[config.mk]
export PLATFORM = sky130hd
export DESIGN_NAME = ppc_port_ctrl
export DESIGN_NICKNAME = d
export VERILOG_FILES = /design/src/rtl/ppc_pkg.sv /design/src/rtl/ppc_port_ctrl.sv
export SDC_FILE = /design/constraint.sdc
export NUM_CORES = 1
export LEC_CHECK = 0
export BUFFER_PORTS_ARGS = -buffer_cell sky130_fd_sc_hd__buf_2
export CAP_MARGIN = 20
export CORE_MARGIN = 2
export CORE_UTILIZATION = 60
export CTS_CLUSTER_DIAMETER = 30
export DETAILED_ROUTE_END_ITERATION = 6
export HOLD_SLACK_MARGIN = 0.08
export PLACE_DENSITY = 0.92
export SETUP_SLACK_MARGIN = 0.15
export SYNTH_ARGS = -nofsm -noshare
export SYNTH_HDL_FRONTEND = slang
export SYNTH_SLANG_ARGS = --single-unit
[constraint.sdc]
create_clock -name clk -period 4.2 [get_ports clk]
set_clock_uncertainty 0.2 [all_clocks]
set_input_delay 0.84 -clock clk [delete_from_list [all_inputs] [get_ports clk]]
set_output_delay 0.84 -clock clk [all_outputs]
set_load 0.005 [all_outputs]
[src/rtl/ppc_pkg.sv]
package ppc_pkg;

	localparam int PADDR_W = 8;

	// Register byte offsets
	localparam logic [PADDR_W-1:0] OFF_MODE    = 8'h00;
	localparam logic [PADDR_W-1:0] OFF_IRQMASK = 8'h04;
	localparam logic [PADDR_W-1:0] OFF_STATUS  = 8'h08;
	localparam logic [PADDR_W-1:0] OFF_CTL     = 8'h0C;
	localparam logic [PADDR_W-1:0] OFF_DATA    = 8'h10;
	localparam logic [PADDR_W-1:0] OFF_ADDR    = 8'h14;
	localparam logic [PADDR_W-1:0] OFF_COUNT   = 8'h18;
	localparam logic [PADDR_W-1:0] OFF_IRQSTS  = 8'h1C;

	// Reset values
	localparam logic [7:0] COUNT_RST = 8'h12;
	localparam logic [7:0] BYTE_ZERO = 8'h00;

	// Interrupt bit positions, shared by mask and sticky status
	localparam int IRQ_RXF  = 0;
	localparam int IRQ_TXE  = 1;
	localparam int IRQ_FALT = 3;
	localparam int IRQ_PER  = 5;
	localparam int IRQ_ACK  = 6;
	localparam logic [7:0] IRQ_USED = 8'h6B;

	// Strobe timing: one count step is 40 ns
	localparam int STEP_NS       = 40;
	localparam int CLK_PERIOD_NS = 4;
	localparam int STEP_CYC      = (STEP_NS + CLK_PERIOD_NS - 1) / CLK_PERIOD_NS;
	localparam logic [3:0] STEP_LAST = 4'(STEP_CYC - 1);

	typedef enum logic [1:0] {
		PPC_COMPAT = 2'h0,
		PPC_SPP    = 2'h1,
		PPC_EPP    = 2'h2,
		PPC_ECP    = 2'h3
	} ppc_mode_t;

	typedef struct packed {
		logic      portTransferEnable;
		logic      rsv6;
		logic      inputMonitorEnable;
		logic      rsv4;
		logic      dir;
		logic      halfByteSelect;
		ppc_mode_t mode;
	} ppc_mode_reg_t;

	localparam ppc_mode_reg_t MODE_RST = 8'h20;

	typedef struct packed {
		logic [3:0] rsv;
		logic       selIn;
		logic       init;
		logic       autoFd;
		logic       strobe;
	} ppc_ctl_reg_t;

	// Host-driven control pins, active-low pin levels
	typedef struct packed {
		logic selInN;
		logic strobeN;
		logic autoFdN;
		logic initN;
	} ppc_host_pins_t;

	// Peripheral-driven status pins
	typedef struct packed {
		logic busy;
		logic ackN;
		logic paperErr;
		logic select;
		logic faultN;
	} ppc_periph_t;

	typedef enum {
		ST_IDLE,
		ST_WAIT_READY,
		ST_DELAY,
		ST_PULSE,
		ST_WAIT_DONE
	} ppc_fsm_t;

endpackage : ppc_pkg

[src/rtl/ppc_port_ctrl.sv]
module ppc_port_ctrl (
	input  wire logic                   clk,
	input  wire logic                   rst_b,
	input  wire logic                   psel,
	input  wire logic                   penable,
	input  wire logic                   pwrite,
	input  wire logic [ppc_pkg::PADDR_W-1:0] paddr,
	input  wire logic [31:0]            pwdata,
	output logic      [31:0]            prdata,
	output logic                        pready,
	output logic                        pslverr,
	input  wire logic [7:0]             portDataIn,
	output logic      [7:0]             portDataOut,
	output logic                        portDataOeN,
	output ppc_pkg::ppc_host_pins_t     hostPins,
	input  wire ppc_pkg::ppc_periph_t   periphPins,
	output logic                        dmaReq,
	output logic                        irq
);
	import ppc_pkg::*;

	typedef struct packed {
		ppc_mode_reg_t  modeReg;
		ppc_ctl_reg_t   ctlReg;
		logic [7:0]     cntReg;
		logic [7:0]     dataReg;
		logic [7:0]     addrReg;
		logic [7:0]     irqMask;
		logic [7:0]     irqSts;
		logic           rxFull;
		logic           txEmpty;
		logic           addrPend;
		logic           sendAddr;
		logic           nibHi;
		logic [3:0]     lowNib;
		ppc_fsm_t       fsm;
		logic [3:0]     stepCnt;
		logic [7:0]     units;
		ppc_periph_t    perS1;
		ppc_periph_t    perS2;
		ppc_periph_t    perPrev;
		logic [7:0]     pdS1;
		logic [7:0]     pdS2;
		logic [31:0]    prdata;
		logic           pready;
		logic           pslverr;
		ppc_host_pins_t pins;
		logic [7:0]     pdOut;
		logic           pdOeN;
		logic           irq;
		logic           dmaReq;
	} ppc_state_t;

	ppc_state_t r_reg;
	ppc_state_t r_next;

	// All state advances here
	always_comb begin
		logic        en;
		logic        autoMode;
		logic        dirIn;
		logic        ackFall;
		logic        busy;
		logic        access;
		logic        done;
		logic        wr;
		logic        rd;
		logic        hit;
		logic        expire;
		logic        strobeOn;
		logic [3:0]  statNib;
		logic [7:0]  rdByte;
		logic [7:0]  evt;
		logic [7:0]  clr;
		en       = r_reg.modeReg.portTransferEnable;
		autoMode = (r_reg.modeReg.mode != PPC_COMPAT) && !r_reg.modeReg.inputMonitorEnable;
		dirIn    = r_reg.modeReg.inputMonitorEnable
			|| ((r_reg.modeReg.mode != PPC_COMPAT) && r_reg.modeReg.dir);
		ackFall  = r_reg.perPrev.ackN && !r_reg.perS2.ackN;
		busy     = r_reg.perS2.busy;
		access   = psel && penable;
		done     = access && r_reg.pready;
		wr       = done && pwrite && !r_reg.pslverr;
		rd       = done && !pwrite && !r_reg.pslverr;
		expire   = (r_reg.stepCnt == STEP_LAST) && (r_reg.units == BYTE_ZERO);
		strobeOn = (r_reg.fsm == ST_PULSE);
		statNib  = {!r_reg.perS2.busy, r_reg.perS2.paperErr, r_reg.perS2.select, r_reg.perS2.faultN};
		rdByte   = BYTE_ZERO;
		hit      = 1'b1;
		evt      = BYTE_ZERO;
		clr      = BYTE_ZERO;
		r_next   = r_reg;

		// Pin synchronisers: first stage only feeds the second
		r_next.perS1   = periphPins;
		r_next.perS2   = r_reg.perS1;
		r_next.perPrev = r_reg.perS2;
		r_next.pdS1    = portDataIn;
		r_next.pdS2    = r_reg.pdS1;

		// Read mux; unmapped addresses answer with an error
		case (paddr)
			OFF_MODE:    rdByte = r_reg.modeReg;
			OFF_IRQMASK: rdByte = r_reg.irqMask;
			OFF_STATUS:  rdByte = {r_reg.perS2.busy, !r_reg.perS2.ackN, r_reg.perS2.paperErr,
				r_reg.perS2.select, !r_reg.perS2.faultN, 1'b0, r_reg.txEmpty, r_reg.rxFull};
			OFF_CTL:     rdByte = r_reg.ctlReg;
			OFF_DATA:    rdByte = r_reg.dataReg;
			OFF_ADDR:    rdByte = r_reg.addrReg;
			OFF_COUNT:   rdByte = r_reg.cntReg;
			OFF_IRQSTS:  rdByte = r_reg.irqSts;
			default:     hit = 1'b0;
		endcase

		// APB: one wait state, answer registered so outputs come from flops
		if (access && !r_reg.pready) begin
			r_next.pready  = 1'b1;
			r_next.prdata  = {24'h00_0000, rdByte};
			r_next.pslverr = !hit;
		end else if (done) begin
			r_next.pready  = 1'b0;
			r_next.pslverr = 1'b0;
		end

		// Register writes
		if (wr) begin
			case (paddr)
				OFF_MODE: begin
					r_next.modeReg      = pwdata[7:0];
					r_next.modeReg.rsv6 = 1'b0;
					r_next.modeReg.rsv4 = 1'b0;
				end
				OFF_IRQMASK: r_next.irqMask = pwdata[7:0] & IRQ_USED;
				OFF_CTL: begin
					r_next.ctlReg     = pwdata[7:0];
					r_next.ctlReg.rsv = 4'h0;
				end
				OFF_COUNT:  r_next.cntReg = pwdata[7:0];
				OFF_IRQSTS: clr = pwdata[7:0];
				OFF_DATA: begin
					// A full register refuses new data until the peripheral takes it
					if (en && !dirIn && r_reg.txEmpty) begin
						r_next.dataReg = pwdata[7:0];
						r_next.txEmpty = 1'b0;
					end
				end
				OFF_ADDR: begin
					if (en && !dirIn && !r_reg.addrPend) begin
						r_next.addrReg  = pwdata[7:0];
						r_next.addrPend = 1'b1;
					end
				end
				default: ;
			endcase
		end

		// Reading the data byte frees the register
		if (rd && (paddr == OFF_DATA)) begin
			r_next.rxFull = 1'b0;
		end

		// Monitor mode samples the lines every cycle
		if (r_reg.modeReg.inputMonitorEnable) begin
			r_next.dataReg = r_reg.pdS2;
		end else if (en && autoMode && dirIn && ackFall && !r_reg.rxFull) begin
			// Reverse capture; nibble mode needs two acknowledges per byte
			if ((r_reg.modeReg.mode == PPC_SPP) && r_reg.modeReg.halfByteSelect) begin
				if (!r_reg.nibHi) begin
					r_next.lowNib = statNib;
					r_next.nibHi  = 1'b1;
				end else begin
					r_next.dataReg = {statNib, r_reg.lowNib};
					r_next.nibHi   = 1'b0;
					r_next.rxFull  = 1'b1;
				end
			end else begin
				r_next.dataReg = r_reg.pdS2;
				r_next.rxFull  = 1'b1;
			end
		end

		// Software-paced mode: peripheral ack frees the register
		if (en && (r_reg.modeReg.mode == PPC_COMPAT) && !r_reg.modeReg.inputMonitorEnable
			&& ackFall) begin
			r_next.txEmpty = 1'b1;
		end

		// Forward handshake engine
		case (r_reg.fsm)
			ST_IDLE: begin
				if (en && autoMode && !dirIn && (r_reg.addrPend || !r_reg.txEmpty)) begin
					r_next.sendAddr = r_reg.addrPend
						&& (r_reg.modeReg.mode != PPC_SPP);
					r_next.pdOut    = (r_reg.addrPend && (r_reg.modeReg.mode != PPC_SPP))
						? r_reg.addrReg : r_reg.dataReg;
					r_next.fsm      = ST_WAIT_READY;
				end
				if (r_reg.addrPend && (r_reg.modeReg.mode == PPC_SPP)) begin
					r_next.addrPend = 1'b0;
				end
			end
			ST_WAIT_READY: begin
				if (!busy) begin
					r_next.stepCnt = 4'h0;
					r_next.units   = r_reg.cntReg;
					r_next.fsm     = ST_DELAY;
				end
			end
			ST_DELAY, ST_PULSE: begin
				// Count step cycles, then whole 40 ns steps
				if (expire) begin
					r_next.stepCnt = 4'h0;
					r_next.units   = r_reg.cntReg;
					r_next.fsm     = (r_reg.fsm == ST_DELAY) ? ST_PULSE : ST_WAIT_DONE;
				end else if (r_reg.stepCnt == STEP_LAST) begin
					r_next.stepCnt = 4'h0;
					r_next.units   = r_reg.units - 8'h01;
				end else begin
					r_next.stepCnt = r_reg.stepCnt + 4'h1;
				end
			end
			ST_WAIT_DONE: begin
				if (busy) begin
					r_next.fsm = ST_IDLE;
					if (r_reg.sendAddr) begin
						r_next.addrPend = 1'b0;
					end else begin
						r_next.txEmpty = 1'b1;
					end
				end
			end
			default: r_next.fsm = ST_IDLE;
		endcase

		// Disabled or left auto mode: drop any handshake in flight
		if (!en || !autoMode || dirIn) begin
			r_next.fsm      = ST_IDLE;
			r_next.sendAddr = 1'b0;
		end
		if (!en) begin
			r_next.nibHi = 1'b0;
		end

		// Data lines: drive only as transmitter, enable low while driving
		r_next.pdOeN = dirIn;
		if (!autoMode) begin
			r_next.pdOut = r_reg.dataReg;
		end

		// Control pins per mode
		r_next.pins.selInN  = !r_reg.ctlReg.selIn;
		r_next.pins.strobeN = !r_reg.ctlReg.strobe;
		r_next.pins.autoFdN = !r_reg.ctlReg.autoFd;
		r_next.pins.initN   = !r_reg.ctlReg.init;
		if (autoMode) begin
			case (r_reg.modeReg.mode)
				PPC_SPP: begin
					r_next.pins.strobeN = !strobeOn;
					r_next.pins.autoFdN = !(dirIn && en && !r_reg.rxFull);
				end
				PPC_EPP: begin
					r_next.pins.selInN  = !(strobeOn && r_reg.sendAddr);
					r_next.pins.strobeN = (r_reg.fsm == ST_IDLE);
					r_next.pins.autoFdN = !((strobeOn && !r_reg.sendAddr)
						|| (dirIn && en && !r_reg.rxFull));
				end
				PPC_ECP: begin
					r_next.pins.strobeN = !strobeOn;
					r_next.pins.autoFdN = !r_reg.sendAddr;
					r_next.pins.initN   = !dirIn;
				end
				default: ;
			endcase
		end

		// DMA request follows the flow flags only while enabled
		r_next.dmaReq = en && autoMode && (dirIn ? r_reg.rxFull : r_reg.txEmpty);

		// Sticky events; a set in the clearing cycle survives
		evt[IRQ_RXF]  = r_next.rxFull && !r_reg.rxFull;
		evt[IRQ_TXE]  = r_next.txEmpty && !r_reg.txEmpty;
		evt[IRQ_FALT] = !r_reg.perS2.faultN;
		evt[IRQ_PER]  = r_reg.perS2.paperErr;
		evt[IRQ_ACK]  = ackFall;
		r_next.irqSts = ((r_reg.irqSts & ~clr) | evt) & IRQ_USED;
		r_next.irq    = |(r_reg.irqSts & r_reg.irqMask);
	end

	// State register
	always_ff @(posedge clk or negedge rst_b) begin
		if (!rst_b) begin
			r_reg         <= '0;
			r_reg.modeReg <= MODE_RST;
			r_reg.cntReg  <= COUNT_RST;
			r_reg.txEmpty <= 1'b1;
			r_reg.fsm     <= ST_IDLE;
			r_reg.pins    <= '1;
			r_reg.pdOeN   <= 1'b1;
			r_reg.perS1   <= '1;
			r_reg.perS2   <= '1;
			r_reg.perPrev <= '1;
		end else begin
			r_reg <= r_next;
		end
	end

	assign prdata      = r_reg.prdata;
	assign pready      = r_reg.pready;
	assign pslverr     = r_reg.pslverr;
	assign portDataOut = r_reg.pdOut;
	assign portDataOeN = r_reg.pdOeN;
	assign hostPins    = r_reg.pins;
	assign dmaReq      = r_reg.dmaReq;
	assign irq         = r_reg.irq;

endmodule : ppc_port_ctrl

; ---- Word-level counts from Yosys, hierarchy flattened
; Cells that the tools add are included.
[op_classes]
addsub = 2
eq_ne = 29
muxes = 62
bitwise_logic = 6
reduce_logical = 87
[op_table]
columns = cell, count
row1 = two-way mux 32 bit, 4
row2 = case mux 32 bit (4 select lines), 1
row3 = two-way mux 8 bit, 13
row4 = equality test 32 x 3 -> 1 bit (second input constant), 3
row5 = equality test 32 x 2 -> 1 bit (second input constant), 2
row6 = logical NOT 32 bit, 2
row7 = case mux 8 bit (8 select lines), 1
row8 = two-way mux 44 bit, 1
row9 = logical AND 1 bit, 34
row10 = equality test 32 x 1 -> 1 bit (second input constant), 1
row11 = equality test 8 x 5 -> 1 bit (second input constant), 4
row12 = two-way mux 24 bit, 1
row13 = case mux 12 bit (2 select lines), 1
row14 = logical NOT 1 bit, 23
row15 = two-way mux 1 bit, 23
row16 = two-way mux 7 bit, 3
row17 = equality test 8 x 4 -> 1 bit (second input constant), 2
row18 = logical NOT 8 bit, 2
row19 = OR reduction 8 bit, 2
row20 = two-way mux 5 bit, 3
row21 = inequality test 3 bit (second input constant), 5
row22 = AND 7 bit, 2
row23 = AND reduction 2 bit, 7
row24 = two-way mux 12 bit, 1
row25 = 22 further kinds, 45
[word_totals]
register_bits = 149
inputBits = 58
elab_cells = 233

; ---- Logic depth before layout (Yosys ltp)
[depth]
depth_word = 15
mapped_depth = 8
mapped_depth_nobuf = 6

; ---- Worst setup path before layout
; No wires, ideal clock.
[synth_timing]
kind = input-to-reg
start = in paddr[5] (netlist name)
end = reg r_reg[165] (netlist name)
t_arrival_ps = 2236
t_required_ps = 3875
slack_ps = 1639
cell_stages = 5
path_buffers = 1
path_cell_list = or3_1 buf_2 or3_4 nor2_8 mux2_2
[synth_via]
elab_chain_len = 2
[synth_lines]
columns = item, line
row1 = start: declaration, ppc_port_ctrl.sv:7  ; input wire logic [ppc_pkg::PADDR_W-1:0] paddr,
row2 = equality test 8 x 5 -> 1 bit, ppc_port_ctrl.sv:127  ; case (paddr)
row3 = AND reduction 2 bit (no line), -
row4 = end signal: assignment, ppc_port_ctrl.sv:303  ; r_reg <= r_next;
row5 = end: declaration, ppc_port_ctrl.sv:54  ; ppc_state_t r_reg;
; No other way between the ends.
; A chain may end at the register's enable or synchronous reset.

==> summary.txt <==
Final layout
  • Most frequent cells in the layout: dfrtp_1, buf_2, nand2_1
  • Finished Layout Cells: 743
  • Max FFs per register: 77
  • N_diodes: 0
  • Fraction of layout cells with a size suffix above 1: 0.292
  • Post-route cell area: 0.00688 mm²
  • Layout area overhead: 11.4%
  • Layout Nets: 656
  • Leading cell type in the layout, fill and taps excluded: dfrtp_1

Timing
  • Final max-slew violation count: 0
  • WHS: 0.147 ns
  • Setup TNS: 0 ns
  • Tcrit/Tclk final: 0.667
  • Fmax achieved: 0.357 GHz
  • Final Hold Vio Count: 0
  • Least-Margin Pin Slew: 0.863 ns
  • Crit path time final: 2.80 ns
  • Slew margin rel.: 0.425
  • Finish-stage setup viols: 0
  • Unrepaired setup endpoints after global routing: no

Synthesis
  • Ys async rst share: 1.00
  • Post-synth top area share: 0.405
  • Area contributors post-synth: dfrtp_1, dfstp_2, mux2_2
  • Ys Warns: 0
  • Yosys cell types: 77
  • Leading area contributor after synthesis: dfrtp_1
  • Syn avg cell area: 11.0 µm²
  • Cells after Synth: 560
  • Cell area after synthesis: 0.00618 mm²
  • Seq/Total Area, Yosys: 0.490
  • Flops & latches, synth: 120
  • Top FF cell, synth: dfrtp_1
  • EDFF count, synth: 0

GRT
  • Met2 usage: 0.425
  • Grt total ovfl: 0
  • GR Layer Usage met3: 0.0717
  • GR peak layer: met2
  • Vias in the first global route: 4538
  • Gr usage total: 0.281
  • Antenna violations before repair: 0
  • First-pass GRT wire length: 23900 µm
  • Largest net degree at the start of global routing: 121
  • Met1 Use GR: 0.380

Setup path
  • Kind of cell adding the most delay to the critical path: simple AND/OR/NAND/NOR gates
  • WP data required: 4.45 ns
  • Worst path cell trace: o21ai_0, nand4_2, or4b_2, nand3_1
  • Critical Path AT: 3.05 ns
  • CP max-delay cell: or4b_2
  • Slowest cell delay on critical path: 0.80 ns
  • Bufs and invs on worst path: 0
  • Crit end category: flip-flop
  • Startpoint Class: flip-flop
  • Worst Path Max Fanout: 16
  • Critical setup path kind: reg -> reg

Route
  • Via count: 4751
  • Drc violations: 0
  • Post-Route WL: 15000 µm
  • First DRT Iteration DRCs: 515
  • DRT Pass-1 Iters: 6
  • Vias per cell: 6.39
  • Antenna-violating nets left: 0
  • Drt wl/cell: 20.2 µm

Flow run
  • Max_cap viols: 0

Clock network
  • Total CTS buffers: 17
  • TritonCTS clock tree: built
  • Post-CTS Setup Inserts: 0
  • Worst-case clock buffer depth: 2
  • Clock Tree Root: clkbuf_8
  • Worst-path clk slew: 0.06 ns
  • Post-CTS Resized: 0
  • Cts hold-fix bufs: 0
  • Clock Latency Late Sink: 0.52 ns
  • Clock sink total: 120
  • H-tree depth: 4

Power and ir drop
  • Switch share: 0.238
  • Worst VDD drop: 0.000308 V
  • Net switching power: 655 µW
  • Power per cell area: 400 mW/mm²
  • Power Internal: 2.10 mW
  • Clock power share: 0.501
  • Leak: 3.09 nW
  • Total power: 2.75 mW
  • Gate power share: 0.055
  • Sequential power share: 0.444

Placed design
  • GPL Wtd Cong: 0.919
  • Post-DP Area: 0.00632 mm²
  • Placed cell count: 711
  • Detail Placement HPWL: 10100 µm
  • Port Buffers: 58

Die
  • Initial cell density of the core: 0.607
  • Die W: 106 µm
  • Die ar.: 0.0111 mm²
  • Die Ht: 106 µm
  • Core ar.: 0.0102 mm²
  • Core Rows: 37
  • Io pins: 107

Status
  • Status: finished clean

Min path
  • Hold/Removal Path Class: reg -> reg
==> cell families (layout without fill, tap and decap cells) <==
kind of cell / after synthesis / in the layout / share of synthesized area
other: 1 / 24 / 0.000607
buffers and inverters: 83 / 107 / 0.0814
AOI/OAI and AO/OA: 114 / 114 / 0.134
xor gates and xnor gates: 2 / 2 / 0.00283
adders and majority gates: 4 / 4 / 0.00810
and+or+nand+nor: 175 / 175 / 0.173
DFF: 120 / 120 / 0.490
muxes: 61 / 61 / 0.110
==> per-layer routing <==
layer	share of wire	vias up
met2	0.46	326
li1	-	2060
met3	0.11	47
met5	0	-
met4	0.030	0
met1	0.40	2318
==> Yosys cell counts, types with 6 or more instances <==
cell type	count
nand2b_1	12
a211oi_1	7
clkbuf_1	10
or4b_1	6
buf_2	9
o21ai_0	31
a21oi_1	9
nor2_1	19
nand2_1	54
nand3_1	17
mux2_2	36
nor3_1	8
inv_1	14
mux2i_1	23
o2111ai_1	9
nor2b_1	10
buf_4	46
dfrtp_1	100
a32oi_1	14
dfstp_2	20
==> area by class of cell <==
type	count	area (µm²)
clock inverters	13	146
multi-input cells	380	2740
fillers	733	3300
inverters	14	52.6
well taps	136	170
repair buffers	61	328
flip-flops and latches	120	3030
clock buffers	19	422
==> stage by stage <==
| step | util | worst slack (ns) |
|---|---|---|
| floorplan | - | 1.64 |
| global placement | 0.620 | 1.04 |
| detailed placement | 0.620 | 0.970 |
| CTS | 0.676 | 1.46 |
| global route | 0.676 | 1.32 |
| finish | 0.676 | 1.40 |
==> power groups by stage <==
stage	Combinational [mW]	Clock (mW)	Sequential, mW
CTS	0.151	1.39	1.22
detailed placement	0.149	0	1.24
global route	0.168	1.45	1.22
floorplan	0.0993	0	1.23
finish	0.152	1.38	1.22
global placement	0.144	0	1.24
==> path summary, 6_finish.rpt <==
kind / end / start / slack [ns] / cells after the start
setup reg to reg: r_reg[157] / r_reg[181] / 1.40 / 4
hold / removal: r_reg[55] / r_next[55] / 0.15 / 0
min in group asynchronous: r_reg[91] / rst_b / 0.16 / 2
max in group asynchronous: dmaReq / rst_b / 3.12 / 2
setup / recovery: r_reg[157] / r_reg[181] / 1.40 / 4
hold reg to reg: r_reg[55] / r_next[55] / 0.15 / 0
Power figures use the tool's default switching activity.
